[src/verilog/timer8_pkg.sv]
// What this block does
// - Tick select zero stops the timer
// - Counter always readable and writable by software
// - Counter write beats count or clear
// - Each tick clears, increments or decrements the counter
// - Three-bit waveform mode split over two controls
// - Overflow flag set per mode, can request interrupt
// - Counter compared against both compare values always
// - Match sets compare flag one tick later
// - Flag cleared by service or writing one
// - PWM modes buffer compare writes, others direct
// - Buffered value loads only on a tick at top
// - Compare address reaches buffer or active register
// - Force strobe acts like match without flag, in non-PWM modes only
// - Counter write blocks matches on next tick
// - Compare output kept across modes, reset zero
// - Output action takes effect at next match
// - Nonzero action overrides port data, direction stays
// - Action zero leaves compare output untouched
// - Action field never changes the count sequence
// - Bottom zero, max all ones, top per mode
// - Normal mode wraps and sets overflow together
package timer8_pkg;
	localparam logic [7:0] OFS_CONTROL_A = 8'h00;
	localparam logic [7:0] OFS_CONTROL_B = 8'h04;
	localparam logic [7:0] OFS_COUNTER   = 8'h08;
	localparam logic [7:0] OFS_COMPARE_A = 8'h0c;
	localparam logic [7:0] OFS_COMPARE_B = 8'h10;
	localparam logic [7:0] OFS_FLAGS     = 8'h14;
	localparam logic [7:0] OFS_ENABLES   = 8'h18;

	localparam logic [7:0] RESET_BYTE   = 8'h00;
	localparam logic [7:0] COUNT_BOTTOM = 8'h00;
	localparam logic [7:0] COUNT_MAX    = 8'hff;

	localparam logic [2:0] TICK_STOPPED  = 3'h0;
	localparam logic [2:0] TICK_DIV1     = 3'h1;
	localparam logic [2:0] TICK_DIV8     = 3'h2;
	localparam logic [2:0] TICK_DIV64    = 3'h3;
	localparam logic [2:0] TICK_DIV256   = 3'h4;
	localparam logic [2:0] TICK_DIV1024  = 3'h5;
	localparam logic [2:0] TICK_EXT_FALL = 3'h6;
	localparam logic [2:0] TICK_EXT_RISE = 3'h7;

	localparam logic [2:0] MODE_NORMAL   = 3'h0;
	localparam logic [2:0] MODE_CTC      = 3'h2;
	localparam logic [2:0] MODE_PC_CMP   = 3'h5;
	localparam logic [2:0] MODE_FAST_CMP = 3'h7;

	localparam logic [1:0] ACTION_NONE   = 2'h0;
	localparam logic [1:0] ACTION_TOGGLE = 2'h1;
	localparam logic [1:0] ACTION_CLEAR  = 2'h2;
	localparam logic [1:0] ACTION_SET    = 2'h3;

	localparam logic [1:0] RESP_OKAY   = 2'h0;
	localparam logic [1:0] RESP_SLVERR = 2'h2;

	typedef struct packed {
		logic [1:0] action_a;
		logic [1:0] action_b;
		logic [1:0] unused;
		logic [1:0] wave_low;
	} control_a_t;

	typedef struct packed {
		logic       force_a;
		logic       force_b;
		logic [1:0] unused;
		logic       wave_high;
		logic [2:0] tick_source_select;
	} control_b_t;

	typedef struct packed {
		logic cmp_b;
		logic cmp_a;
		logic overflow;
	} event_t;
endpackage

[src/verilog/timer8_counter_compare_output.sv]
`timescale 1ns/1ns
module timer8_counter_compare_output
(
	input  wire logic        aclk,
	input  wire logic        aresetn,
	input  wire logic [7:0]  awaddr,
	input  wire logic        awvalid,
	output logic             awready,
	input  wire logic [31:0] wdata,
	input  wire logic [3:0]  wstrb,
	input  wire logic        wvalid,
	output logic             wready,
	output logic [1:0]       bresp,
	output logic             bvalid,
	input  wire logic        bready,
	input  wire logic [7:0]  araddr,
	input  wire logic        arvalid,
	output logic             arready,
	output logic [31:0]      rdata,
	output logic [1:0]       rresp,
	output logic             rvalid,
	input  wire logic        rready,
	input  wire logic        ext_tick_pin,
	input  wire logic [2:0]  irq_ack,
	output logic [2:0]       irq_req,
	input  wire logic [1:0]  port_data,
	input  wire logic [1:0]  output_pin_direction_bit,
	output logic [1:0]       pin_out,
	output logic [1:0]       pin_oe,
	output logic [1:0]       compare_output
);
	timer8_pkg::control_a_t timer_control_a;
	timer8_pkg::control_b_t timer_control_b;
	timer8_pkg::event_t     flags;
	timer8_pkg::event_t     enables;
	timer8_pkg::event_t     set_ev;
	logic [7:0]       counter_value;
	logic [1:0][7:0]  cmp_active;
	logic [1:0][7:0]  cmp_buffer;
	logic [7:0]       next_count;
	logic [7:0]       top;
	logic [2:0]       waveform_mode_field;
	logic [9:0]       prescale;
	logic             ext_prev;
	logic             tick;
	logic             tick_eff;
	logic             count_down;
	logic             block_match;
	logic             pwm;
	logic             fast;
	logic             phase;
	logic             at_top;
	logic             update_point;
	logic [1:0]       match;
	logic [1:0]       event_match;
	logic [1:0]       force_ev;
	logic             aw_held;
	logic             w_held;
	logic [7:0]       aw_addr;
	logic [31:0]      w_data;
	logic [3:0]       w_strb;
	logic             wr_go;
	logic             counter_wr;
	logic [1:0]       cmp_wr;
	logic             ctl_b_wr;
	logic [7:0]       rd_byte;
	logic             rd_hit;

	assign waveform_mode_field = {timer_control_b.wave_high, timer_control_a.wave_low};
	assign pwm   = waveform_mode_field[0];
	assign fast  = waveform_mode_field[1:0] == 2'h3;
	assign phase = waveform_mode_field[1:0] == 2'h1;
	assign top = (waveform_mode_field == timer8_pkg::MODE_CTC || waveform_mode_field == timer8_pkg::MODE_PC_CMP
		|| waveform_mode_field == timer8_pkg::MODE_FAST_CMP) ? cmp_active[0] : timer8_pkg::COUNT_MAX;
	assign at_top = counter_value == top;

	// Bus slave: address and data accepted in either order
	assign awready = !aw_held;
	assign wready  = !w_held;
	assign arready = !rvalid;
	assign wr_go   = aw_held && w_held && !bvalid;
	assign counter_wr = wr_go && w_strb[0] && aw_addr == timer8_pkg::OFS_COUNTER;
	assign cmp_wr[0]  = wr_go && w_strb[0] && aw_addr == timer8_pkg::OFS_COMPARE_A;
	assign cmp_wr[1]  = wr_go && w_strb[0] && aw_addr == timer8_pkg::OFS_COMPARE_B;
	assign ctl_b_wr   = wr_go && w_strb[0] && aw_addr == timer8_pkg::OFS_CONTROL_B;

	always_ff @(posedge aclk)
	begin
		if (!aresetn)
		begin
			aw_held <= 1'b0;
			w_held  <= 1'b0;
			aw_addr <= 8'h00;
			w_data  <= 32'h0000_0000;
			w_strb  <= 4'h0;
			bvalid  <= 1'b0;
			bresp   <= timer8_pkg::RESP_OKAY;
		end
		else
		begin
			if (awvalid && awready)
			begin
				aw_held <= 1'b1;
				aw_addr <= awaddr;
			end
			if (wvalid && wready)
			begin
				w_held <= 1'b1;
				w_data <= wdata;
				w_strb <= wstrb;
			end
			if (wr_go)
			begin
				aw_held <= 1'b0;
				w_held  <= 1'b0;
				bvalid  <= 1'b1;
				bresp   <= (aw_addr <= timer8_pkg::OFS_ENABLES && aw_addr[1:0] == 2'h0)
					? timer8_pkg::RESP_OKAY : timer8_pkg::RESP_SLVERR;
			end
			else if (bvalid && bready)
				bvalid <= 1'b0;
		end
	end

	always_comb
	begin
		rd_hit  = 1'b1;
		rd_byte = 8'h00;
		case (araddr)
			timer8_pkg::OFS_CONTROL_A: rd_byte = timer_control_a;
			timer8_pkg::OFS_CONTROL_B: rd_byte = {2'h0, timer_control_b[5:0]};
			timer8_pkg::OFS_COUNTER:   rd_byte = counter_value;
			timer8_pkg::OFS_COMPARE_A: rd_byte = pwm ? cmp_buffer[0] : cmp_active[0];
			timer8_pkg::OFS_COMPARE_B: rd_byte = pwm ? cmp_buffer[1] : cmp_active[1];
			timer8_pkg::OFS_FLAGS:     rd_byte = {5'h00, flags};
			timer8_pkg::OFS_ENABLES:   rd_byte = {5'h00, enables};
			default:                   rd_hit = 1'b0;
		endcase
	end

	always_ff @(posedge aclk)
	begin
		if (!aresetn)
		begin
			rvalid <= 1'b0;
			rdata  <= 32'h0000_0000;
			rresp  <= timer8_pkg::RESP_OKAY;
		end
		else if (arvalid && arready)
		begin
			rvalid <= 1'b1;
			rdata  <= {24'h00_0000, rd_byte};
			rresp  <= rd_hit ? timer8_pkg::RESP_OKAY : timer8_pkg::RESP_SLVERR;
		end
		else if (rvalid && rready)
			rvalid <= 1'b0;
	end

	// Control registers; force bits are strobes and never stored
	always_ff @(posedge aclk)
	begin
		if (!aresetn)
		begin
			timer_control_a <= timer8_pkg::RESET_BYTE;
			timer_control_b <= timer8_pkg::RESET_BYTE;
			enables         <= 3'h0;
		end
		else
		begin
			if (wr_go && w_strb[0] && aw_addr == timer8_pkg::OFS_CONTROL_A)
				timer_control_a <= w_data[7:0];
			if (ctl_b_wr)
				timer_control_b <= {2'h0, w_data[5:0]};
			if (wr_go && w_strb[0] && aw_addr == timer8_pkg::OFS_ENABLES)
				enables <= w_data[2:0];
		end
	end

	// Shared prescaler runs freely; external pin is edge detected
	always_ff @(posedge aclk)
	begin
		if (!aresetn)
		begin
			prescale <= 10'h000;
			ext_prev <= 1'b0;
		end
		else
		begin
			prescale <= prescale + 10'h001;
			ext_prev <= ext_tick_pin;
		end
	end

	always_comb
	begin
		case (timer_control_b.tick_source_select)
			timer8_pkg::TICK_STOPPED:  tick = 1'b0;
			timer8_pkg::TICK_DIV1:     tick = 1'b1;
			timer8_pkg::TICK_DIV8:     tick = &prescale[2:0];
			timer8_pkg::TICK_DIV64:    tick = &prescale[5:0];
			timer8_pkg::TICK_DIV256:   tick = &prescale[7:0];
			timer8_pkg::TICK_DIV1024:  tick = &prescale;
			timer8_pkg::TICK_EXT_FALL: tick = ext_prev && !ext_tick_pin;
			timer8_pkg::TICK_EXT_RISE: tick = !ext_prev && ext_tick_pin;
			default:                   tick = 1'b0;
		endcase
	end
	// A colliding counter write discards the tick entirely
	assign tick_eff = tick && !counter_wr;

	// Count sequence depends only on the waveform mode and, as top, compare A
	always_comb
	begin
		next_count = counter_value + 8'h01;
		if (phase)
		begin
			if (!count_down && at_top)
				next_count = counter_value - 8'h01;
			else if (count_down && counter_value != timer8_pkg::COUNT_BOTTOM)
				next_count = counter_value - 8'h01;
		end
		else if ((fast || waveform_mode_field == timer8_pkg::MODE_CTC) && at_top)
			next_count = timer8_pkg::COUNT_BOTTOM;
	end

	always_ff @(posedge aclk)
	begin
		if (!aresetn)
			counter_value <= timer8_pkg::COUNT_BOTTOM;
		else if (counter_wr)
			counter_value <= w_data[7:0];
		else if (tick_eff)
			counter_value <= next_count;
	end

	always_ff @(posedge aclk)
	begin
		if (!aresetn)
			count_down <= 1'b0;
		else if (!phase)
			count_down <= 1'b0;
		else if (tick_eff && !count_down && at_top)
			count_down <= 1'b1;
		else if (tick_eff && count_down && counter_value == timer8_pkg::COUNT_BOTTOM)
			count_down <= 1'b0;
	end

	// Stays armed through a stopped timer until the next tick
	always_ff @(posedge aclk)
	begin
		if (!aresetn)
			block_match <= 1'b0;
		else if (counter_wr)
			block_match <= 1'b1;
		else if (tick)
			block_match <= 1'b0;
	end

	assign update_point = tick_eff && pwm && at_top;

	always_comb
	begin
		set_ev.overflow = tick_eff && (phase ? (count_down && counter_value == timer8_pkg::COUNT_BOTTOM)
			: fast ? at_top : counter_value == timer8_pkg::COUNT_MAX);
		set_ev.cmp_a = event_match[0];
		set_ev.cmp_b = event_match[1];
	end

	// Hardware set wins over a clear in the same cycle
	always_ff @(posedge aclk)
	begin
		if (!aresetn)
			flags <= 3'h0;
		else if (wr_go && w_strb[0] && aw_addr == timer8_pkg::OFS_FLAGS)
			flags <= (flags & ~(w_data[2:0] | irq_ack)) | set_ev;
		else
			flags <= (flags & ~irq_ack) | set_ev;
	end
	assign irq_req = flags & enables;

	function automatic logic apply(input logic cur, input logic [1:0] act, input logic tog_ok, input logic lvl);
		case (act)
			timer8_pkg::ACTION_TOGGLE: apply = tog_ok ? !cur : cur;
			timer8_pkg::ACTION_CLEAR:  apply = lvl;
			timer8_pkg::ACTION_SET:    apply = !lvl;
			default:                   apply = cur;
		endcase
	endfunction

	genvar ch;
	generate
		for (ch = 0; ch < 2; ch++)
		begin : g_chan
			logic [1:0] act;
			logic       tog_ok;
			assign act    = (ch == 0) ? timer_control_a.action_a : timer_control_a.action_b;
			assign tog_ok = ch == 0 && (waveform_mode_field == timer8_pkg::MODE_FAST_CMP
				|| waveform_mode_field == timer8_pkg::MODE_PC_CMP);
			assign match[ch] = counter_value == cmp_active[ch];
			assign event_match[ch] = tick_eff && match[ch] && !block_match;
			assign force_ev[ch] = ctl_b_wr && !pwm && w_data[7 - ch];

			always_ff @(posedge aclk)
			begin
				if (!aresetn)
				begin
					cmp_active[ch] <= timer8_pkg::RESET_BYTE;
					cmp_buffer[ch] <= timer8_pkg::RESET_BYTE;
				end
				else
				begin
					if (cmp_wr[ch])
						cmp_buffer[ch] <= w_data[7:0];
					if (cmp_wr[ch] && !pwm)
						cmp_active[ch] <= w_data[7:0];
					else if (update_point)
						cmp_active[ch] <= cmp_buffer[ch];
				end
			end

			// Wrap action wins over a match landing on top, so no spike at restart
			always_ff @(posedge aclk)
			begin
				if (!aresetn)
					compare_output[ch] <= 1'b0;
				else if (!pwm)
				begin
					if (event_match[ch] || force_ev[ch])
						compare_output[ch] <= apply(compare_output[ch], act, 1'b1, 1'b0);
				end
				else if (fast)
				begin
					if (tick_eff && at_top)
						compare_output[ch] <= apply(compare_output[ch], act, 1'b0, 1'b1);
					else if (event_match[ch])
						compare_output[ch] <= apply(compare_output[ch], act, tog_ok, 1'b0);
				end
				else if (event_match[ch])
					compare_output[ch] <= apply(compare_output[ch], act, tog_ok, count_down);
			end

			assign pin_out[ch] = (act != timer8_pkg::ACTION_NONE) ? compare_output[ch] : port_data[ch];
			assign pin_oe[ch]  = output_pin_direction_bit[ch];
		end
	endgenerate

	a_stopped_counter_holds: assert property (@(posedge aclk) disable iff (!aresetn)
		timer_control_b.tick_source_select == timer8_pkg::TICK_STOPPED && !counter_wr
		|=> counter_value == $past(counter_value))
		else $error("counter moved while stopped");

	a_write_beats_count: assert property (@(posedge aclk) disable iff (!aresetn)
		counter_wr |=> counter_value == $past(w_data[7:0]))
		else $error("counter write lost");

	a_normal_wrap_overflow: assert property (@(posedge aclk) disable iff (!aresetn)
		tick_eff && waveform_mode_field == timer8_pkg::MODE_NORMAL && counter_value == timer8_pkg::COUNT_MAX
		|=> counter_value == timer8_pkg::COUNT_BOTTOM && flags.overflow)
		else $error("normal wrap missed overflow");

	a_match_sets_flag: assert property (@(posedge aclk) disable iff (!aresetn)
		tick_eff && match[0] && !block_match |=> flags.cmp_a && irq_req[1] == enables.cmp_a)
		else $error("match did not set flag");

	a_blocked_match_quiet: assert property (@(posedge aclk) disable iff (!aresetn)
		block_match && tick && !counter_wr && !flags.cmp_a && !flags.cmp_b |=> !flags.cmp_a && !flags.cmp_b)
		else $error("match after counter write");

	a_direct_compare_write: assert property (@(posedge aclk) disable iff (!aresetn)
		cmp_wr[0] && !pwm |=> cmp_active[0] == $past(w_data[7:0]))
		else $error("direct compare write lost");

	a_buffer_holds_active: assert property (@(posedge aclk) disable iff (!aresetn)
		pwm && !update_point |=> $stable(cmp_active))
		else $error("active compare changed off top");

	a_force_toggles_output: assert property (@(posedge aclk) disable iff (!aresetn)
		force_ev[0] && timer_control_a.action_a == timer8_pkg::ACTION_TOGGLE && !set_ev.cmp_a && !flags.cmp_a
		|=> compare_output[0] != $past(compare_output[0]) && !flags.cmp_a)
		else $error("force strobe misbehaved");

	a_reset_clears_output: assert property (@(posedge aclk)
		!aresetn |=> compare_output == 2'h0)
		else $error("output not cleared by reset");

	a_action_none_holds: assert property (@(posedge aclk) disable iff (!aresetn)
		timer_control_a.action_b == timer8_pkg::ACTION_NONE |=> compare_output[1] == $past(compare_output[1]))
		else $error("idle action changed output");

	a_ack_clears_flag: assert property (@(posedge aclk) disable iff (!aresetn)
		irq_ack[1] && !set_ev.cmp_a |=> !flags.cmp_a)
		else $error("serviced flag not cleared");
endmodule

[config.mk]
export PLATFORM = sky130hd
export DESIGN_NAME = timer8_counter_compare_output
export DESIGN_NICKNAME = d
export VERILOG_FILES = /design/src/verilog/timer8_pkg.sv /design/src/verilog/timer8_counter_compare_output.sv
export SDC_FILE = /design/constraint.sdc
export NUM_CORES = 1
export LEC_CHECK = 0
export ABC_AREA = 1
export BUFFER_PORTS_ARGS = -buffer_cell sky130_fd_sc_hd__buf_2
export CAP_MARGIN = 20
export CORE_ASPECT_RATIO = 1.75
export CORE_MARGIN = 8
export CORE_UTILIZATION = 62
export CTS_BUF_LIST = sky130_fd_sc_hd__clkbuf_4
export DETAILED_ROUTE_END_ITERATION = 10
export HOLD_SLACK_MARGIN = 0.05
export PLACE_DENSITY = 0.88
export SLEW_MARGIN = 0
export SYNTH_ARGS = -nofsm -noshare
export SYNTH_HDL_FRONTEND = slang
export SYNTH_SLANG_ARGS = --single-unit
export TNS_END_PERCENT = 1
[constraint.sdc]
create_clock -name aclk -period 3 [get_ports aclk]
set_input_delay 0.45 -clock aclk [delete_from_list [all_inputs] [get_ports aclk]]
set_output_delay 0.45 -clock aclk [all_outputs]
set_load 0.02 [all_outputs]
==> results.toml, run 1 <==
[synth]
synth_common_cells = "nand2_1 (186), dfxtp_1 (106), inv_1 (103), a21oi_1 (98), o21ai_0 (94)"
ys_ff_latch = 106
yosysMostFrequentCell = "nand2_1"
synth_top_area_share_pct = 34.4
ys_warn_count = 0
synth_ff_type = "dfxtp_1"
synthCells = 900
avgSynthCellArea_sq_um = 6.85
synth_edf_count = 0
synth-async-reset-ratio_pct = 0
ys_seq_area_share_pct = 34.4
synth.largest_area_cell = "dfxtp_1"
synth.cell_area_sq_um = 6160
synth_area_leaders = "dfxtp_1 (34%), nand2_1 (11%), a21oi_1 (8.0%)"
synth.distinct_cells = 47

[clock_network]
numCtsBuffers = 9
path_clk_slew_ns = 0.16
cts-resized-gates = 0
clk_latency_ns = 0.48
clockBufferDepth = 2
cts_setup_buffers = 0
cts_hold_buf = 0
cts_tree = "yes"
cts.htree.levels = 3
cts_root_buf = "clkbuf_4"
clock-sinks = 106

[outcome]
run_status = "finished, final reports clean"

[power_and_ir_drop]
p_leak_uw = 0.00288
p_clk_share_pct = 27.3
p_seq_share_pct = 62.8
vdd_drop_max_v = 0.000407
cellPowerDensity_nw_per_um2 = 359
finalPower_uw = 2330
internal-power_uw = 1660
p_sw_uw = 670
pwr-share-comb_pct = 9.9
p_sw_share_pct = 28.8

[global_route]
grt_start_max_net_pins = 44
grt.busiest_layer = "met2"
grt_pass1_wl_mm = 28.5
grt_pass1_vias = 5753
grt_use_total_pct = 26.4
grt_use_met3_pct = 5.43
met2_usage_pct = 45.1
antenna_found_initial = 1
grt_util_met1_pct = 28.6
overflow = 0

[timing]
hold_viol = 0
skew_ns = 0.0235
timing.final.crit_share_pct = 78.5
max_freq_mhz = 425
tightest_slew_ns = 0.899
maxSlewViolCount = 0
rsz0062_at_grt = "no"
setup_tns_ns = 0
worst_slack_ns = 0.645
slew_headroom_pct = 39.9
finalCriticalPeriod_ns = 2.36
setup_violations = 0

[place]
dp_slack_ns = 0.756
dp_hpwl_mm = 13.9
place.gp.congestion = 0.993
place.port_buffers = 59

[critical_path]
r2r_slack_ns = 0.64
crit_family = "simple AND/OR/NAND/NOR gates"
cp.arrival_ns = 2.78
cp-end-kind = "flip-flop"
cp-startpoint = "counter_value[5]"
crit_top_cell = "nand2_1"
crit_path_top_delay_cell = "dfxtp_1"
critical_path_buf_inv_count = 1
cp_max_fo = 9
cp-start-kind = "flip-flop"
slowest_delay_ns = 0.64
path_cells = "inv_2 -> nand2_1 -> nand2_2 -> nor2_4 -> nand3_1 -> nor2_1 -> nand4_1 -> nand2_1 -> nand2_1 -> nor2_1 -> nand2_1 -> nand2_1 -> nand2_1 -> nor2_1"
rr_startpoint = "counter_value[5]"
critPathKind = "reg -> reg"
worstPathRequired_ns = 3.43

[floorplanning]
design.die.area_sq_um = 13500
die_h_microns = 148
rows = 48
ios = 117
initial_core_util_pct = 62.9
core_sq_um = 9790
die_w_microns = 91.4

[flow_run]
drv_cap = 0

[cells_and_area]
nets = 1019
layout-drive-gt1-share_pct = 14.2
areaGrowthSynthToFinish_pct = 5.14
final_util_pct = 66.2

[drt]
drt-total-wl_mm = 18.0
wl_per_cell_microns = 16.8
viasPerCell = 5.68
vias = 6084
antenna_left = 0
drc_errors = 0
first_pass_iters = 5
drt_iter0_markers = 571

[min_path]
hold_start = "ext_tick_pin"
hp-class = "in -> reg"
-- power by group through the flow --
stage / logic (uW) / registers (uW) / clock network, uW
2_1_floorplan: 176 / 1490 / 0
3_3_place_gp: 221 / 1490 / 0
3_5_place_dp: 225 / 1490 / 0
4_1_cts: 226 / 1460 / 641
5_1_grt: 252 / 1470 / 682
6_report: 230 / 1460 / 635
-- flip-flops by register name, summed over array words and instances (netlist names), 2 cells and up --
| signal | flops |
|---|---|
| prescale | 10 |
| w_data | 8 |
| g_chan.act | 4 |
| rdata | 8 |
| flags | 3 |
| counter_value | 8 |
| compare_output | 2 |
| aw_addr | 8 |
| cmp_buffer | 16 |
| timer_control_b | 6 |
| cmp_active | 16 |
| enables | 3 |
| timer_control_a | 3 |
-- final cells by class --
type / count / area, sq um
Antenna cell: 1 / 2.50
Clock buffer: 9 / 67.6
Clock inverter: 5 / 33.8
Fill cell: 912 / 3310
Inverter: 116 / 438
Multi-Input combinational cell: 644 / 3310
Sequential cell: 106 / 2120
Tap cell: 125 / 156
Timing Repair Buffer: 66 / 348
-- per-layer routing --
metal / share of wire [%] / vias up
met3: 7.9 / 71
met2: 48 / 301
li1: - / 2983
met4: 6.3 / 0
met5: 0 / -
met1: 38 / 2729
-- cells in the final DEF, fill, tap and decap left out, drive strengths merged, types with 2 or more instances in the layout --
cell type,Yosys,layout
nand2,196,196
inv,114,114
dfxtp,106,106
a21oi,99,99
o21ai,97,97
nor2,96,96
buf,38,66
nand3,34,34
conb,1,26
a211oi,16,16
nor3,12,12
xor2,12,12
o211ai,11,11
ha,9,9
clkbuf,21,9
nand4,7,7
clkinv,2,6
a31oi,5,5
o221ai,3,3
o21a,3,3
o22ai,3,3
nand3b,3,3
o2111ai,2,2
xnor2,2,2
nor4,2,2
-- worst paths after layout --
check                           cells past startpoint                 to
worst min-delay path                                3           ext_prev
worst max-delay path                               14  compare_output[0]
worst min register to register                      1        prescale[0]
worst max register to register                     14  compare_output[0]
-- tightest hold or removal path: stages --
cell and delay, ns:
buf_2 0.10, nand2_1 0.04, inv_1 0.04
-- logic make-up (layout without fill, tap and decap cells) --
kind of cell               after synthesis  count (layout)  synth area share, %
xor gates and xnor gates                14              14                 1.99
AOI/OAI and AO/OA                      244             244                 22.9
and+or+nand+nor                        351             351                 25.4
other                                    1              27               0.0609
buffers and inverters                  175             196                 13.4
adders and majority gates                9               9                 1.83
DFF                                    106             106                 34.4
-- stage by stage --
step | hold slack, ns | cell area [sq um] | instances
after floorplan | 0.418 | 6250 | 925
after global placement | 0.429 | 6370 | 1057
after detailed placement | 0.437 | 6370 | 1057
after CTS | 0.188 | 6470 | 1071
after global routing | 0.203 | 6480 | 1072
final | 0.181 | 6480 | 1072
(Power assumes the default switching activity.)
==> inputs of run 2 (changes only) <==
Settings changed: CORE_UTILIZATION 62 to 58, PLACE_DENSITY 0.88 to 0.83.
Clock period 3 ns to 2.2 ns, I/O delays scaled along.
==> run 2 against run 1 <==
  * Final cell count increased by 3.7%
  * Global-route usage fell by 1.3 points
  * Count of clock-buffer cells in the layout unchanged
  * Critical endpoint is now compare_output[1]
==> results.toml, run 2 (synthesized netlist as in run 1, its figures left out) <==
[clock_network]
clk_latency_ns = 0.50
cts_tree = "yes"
clock-sinks = 106
cts.htree.levels = 3
clockBufferDepth = 2
numCtsBuffers = 9
cts_root_buf = "clkbuf_4"
path_clk_slew_ns = 0.18

[power_and_ir_drop]
internal-power_uw = 2430
p_clk_share_pct = 32.0
vdd_drop_max_v = 0.000494
p_seq_share_pct = 58.4
p_leak_uw = 0.00306
p_sw_share_pct = 29.0
pwr-share-comb_pct = 9.6
cellPowerDensity_nw_per_um2 = 500
p_sw_uw = 991

[timing]
finalCriticalPeriod_ns = 2.08
tightest_slew_ns = 0.526
skew_ns = 0.0191
slew_headroom_pct = 64.8
setup_violations = 0
max_freq_mhz = 482
worst_slack_ns = 0.124
maxSlewViolCount = 0
hold_viol = 0
timing.final.crit_share_pct = 94.3

[floorplanning]
rows = 50
initial_core_util_pct = 58.6
ios = 117
die_w_microns = 93.9
core_sq_um = 10500
design.die.area_sq_um = 14300
die_h_microns = 152

[critical_path]
crit_family = "simple AND/OR/NAND/NOR gates"
critPathKind = "reg -> reg"
worstPathRequired_ns = 2.60
cp-start-kind = "flip-flop"
cp_max_fo = 7
crit_path_top_delay_cell = "dfxtp_1"
cp.arrival_ns = 2.48
cp-end-kind = "flip-flop"
crit_top_cell = "nor2_1"
critical_path_buf_inv_count = 3
slowest_delay_ns = 0.40
path_cells = "ha_4 -> nand3_2 -> nor2_2 -> inv_1 -> nand2_1 -> nand2_1 -> inv_2 -> nand3_4 -> buf_4 -> nor2_1 -> nand3b_1 -> nand3b_1 -> nor2_1 -> nor2_1"

[outcome]
run_status = "finished, final reports clean"

[drt]
vias = 6238
drt_iter0_markers = 455
antenna_left = 0
drc_errors = 0
drt-total-wl_mm = 18.1
first_pass_iters = 6
viasPerCell = 5.61
wl_per_cell_microns = 16.3

[global_route]
overflow = 0
antenna_found_initial = 1
grt_pass1_wl_mm = 28.3
grt_pass1_vias = 5931
grt_use_total_pct = 25.1
grt_start_max_net_pins = 29

[cells_and_area]
top_regs = "cmp_active x16, cmp_buffer x16, prescale x10"
multiInputGateArea_sq_um = 3350
layout-drive-gt1-share_pct = 18.0
n_fill_cell = 985
final_util_pct = 65.0
nets = 1052
register_area_sq_um = 2120
layout_commonest_cell = "nand2_1"
areaGrowthSynthToFinish_pct = 10.9
layout_common_cells = "nand2_1 (186), dfxtp_1 (104), inv_1 (102), a21oi_1 (98), o21ai_0 (94)"
fin_area_sq_um = 6830
final_cells = 1112

[place]
place.gp.congestion = 1.00
dp_slack_ns = 0.0590
place.port_buffers = 59
place_area_sq_um = 6550
dp_hpwl_mm = 13.9
dp.cells = 1085

[min_path]
hp-class = "in -> reg"

[flow_run]
drv_cap = 0
-- run 2: changes by cell type in the layout (fill, tap and decap cells not counted), moves of 3 or more --
| cell | delta |
|---|---|
| nand3_2 | +4 |
| inv_8 | +3 |
| nand3_1 | -4 |
| dlygate4sd3_1 | +3 |
| buf_4 | +30 |
-- run 2: path summary, 6_finish.rpt --
path / from / to / slack (ns) / cells past startpoint
max: prescale[1] / compare_output[1] / 0.12 / 14
min: awaddr[0] / aw_addr[0] / 0.06 / 3
max reg2reg: prescale[1] / compare_output[1] / 0.12 / 14
min reg2reg: prescale[0] / prescale[0] / 0.46 / 1
-- run 2: stage by stage --
stage	total power, uW	setup TNS (ns)	hold slack [ns]
5_1_grt	3540	-0.00552	0.0669
3_3_place_gp	2340	0	0.435
3_5_place_dp	2350	0	0.452
6_report	3420	0	0.0557
4_1_cts	3410	0	0.0564
2_1_floorplan	2270	0	0.418
-- run 2: tightest hold or removal path: stages --
cell,delay (ns)
buf_2,0.08
nor2_1,0.03
nor2_1,0.09
-- run 2: power by group through the flow --
stage / logic, uW / registers [uW] / clock network (uW)
2_1_floorplan: 239 / 2030 / 0
3_3_place_gp: 311 / 2030 / 0
3_5_place_dp: 315 / 2030 / 0
4_1_cts: 320 / 1990 / 1090
5_1_grt: 360 / 2000 / 1180
6_report: 329 / 2000 / 1090
-- run 2: final cells by class --
class	count	share of cell area [%]
clock inverter	7	1.24
clock buffer	9	0.989
multi-input combinational	644	49.0
inverter	116	6.46
timing repair buffer	99	8.82
sequential	106	31.1
antenna	1	0.0366
tap	130	2.38
-- run 2: metal layers --
metal	share of wire, %	wire [microns]	GRT usage (%)
met1	37	6710	25.8
met2	50	9110	43.5
met3	6.7	1210	4.83
met4	6.1	1100	17.8
met5	0	0	0
-- run 2: what timing repair did --
action / in CTS / in global routing
endpoints found under the setup margin: 0 / 25
hold endpoints to repair: 3 / 0
gates resized for setup: 0 / 11
buffers inserted: 0 / 7
hold buffers: 3 / 0
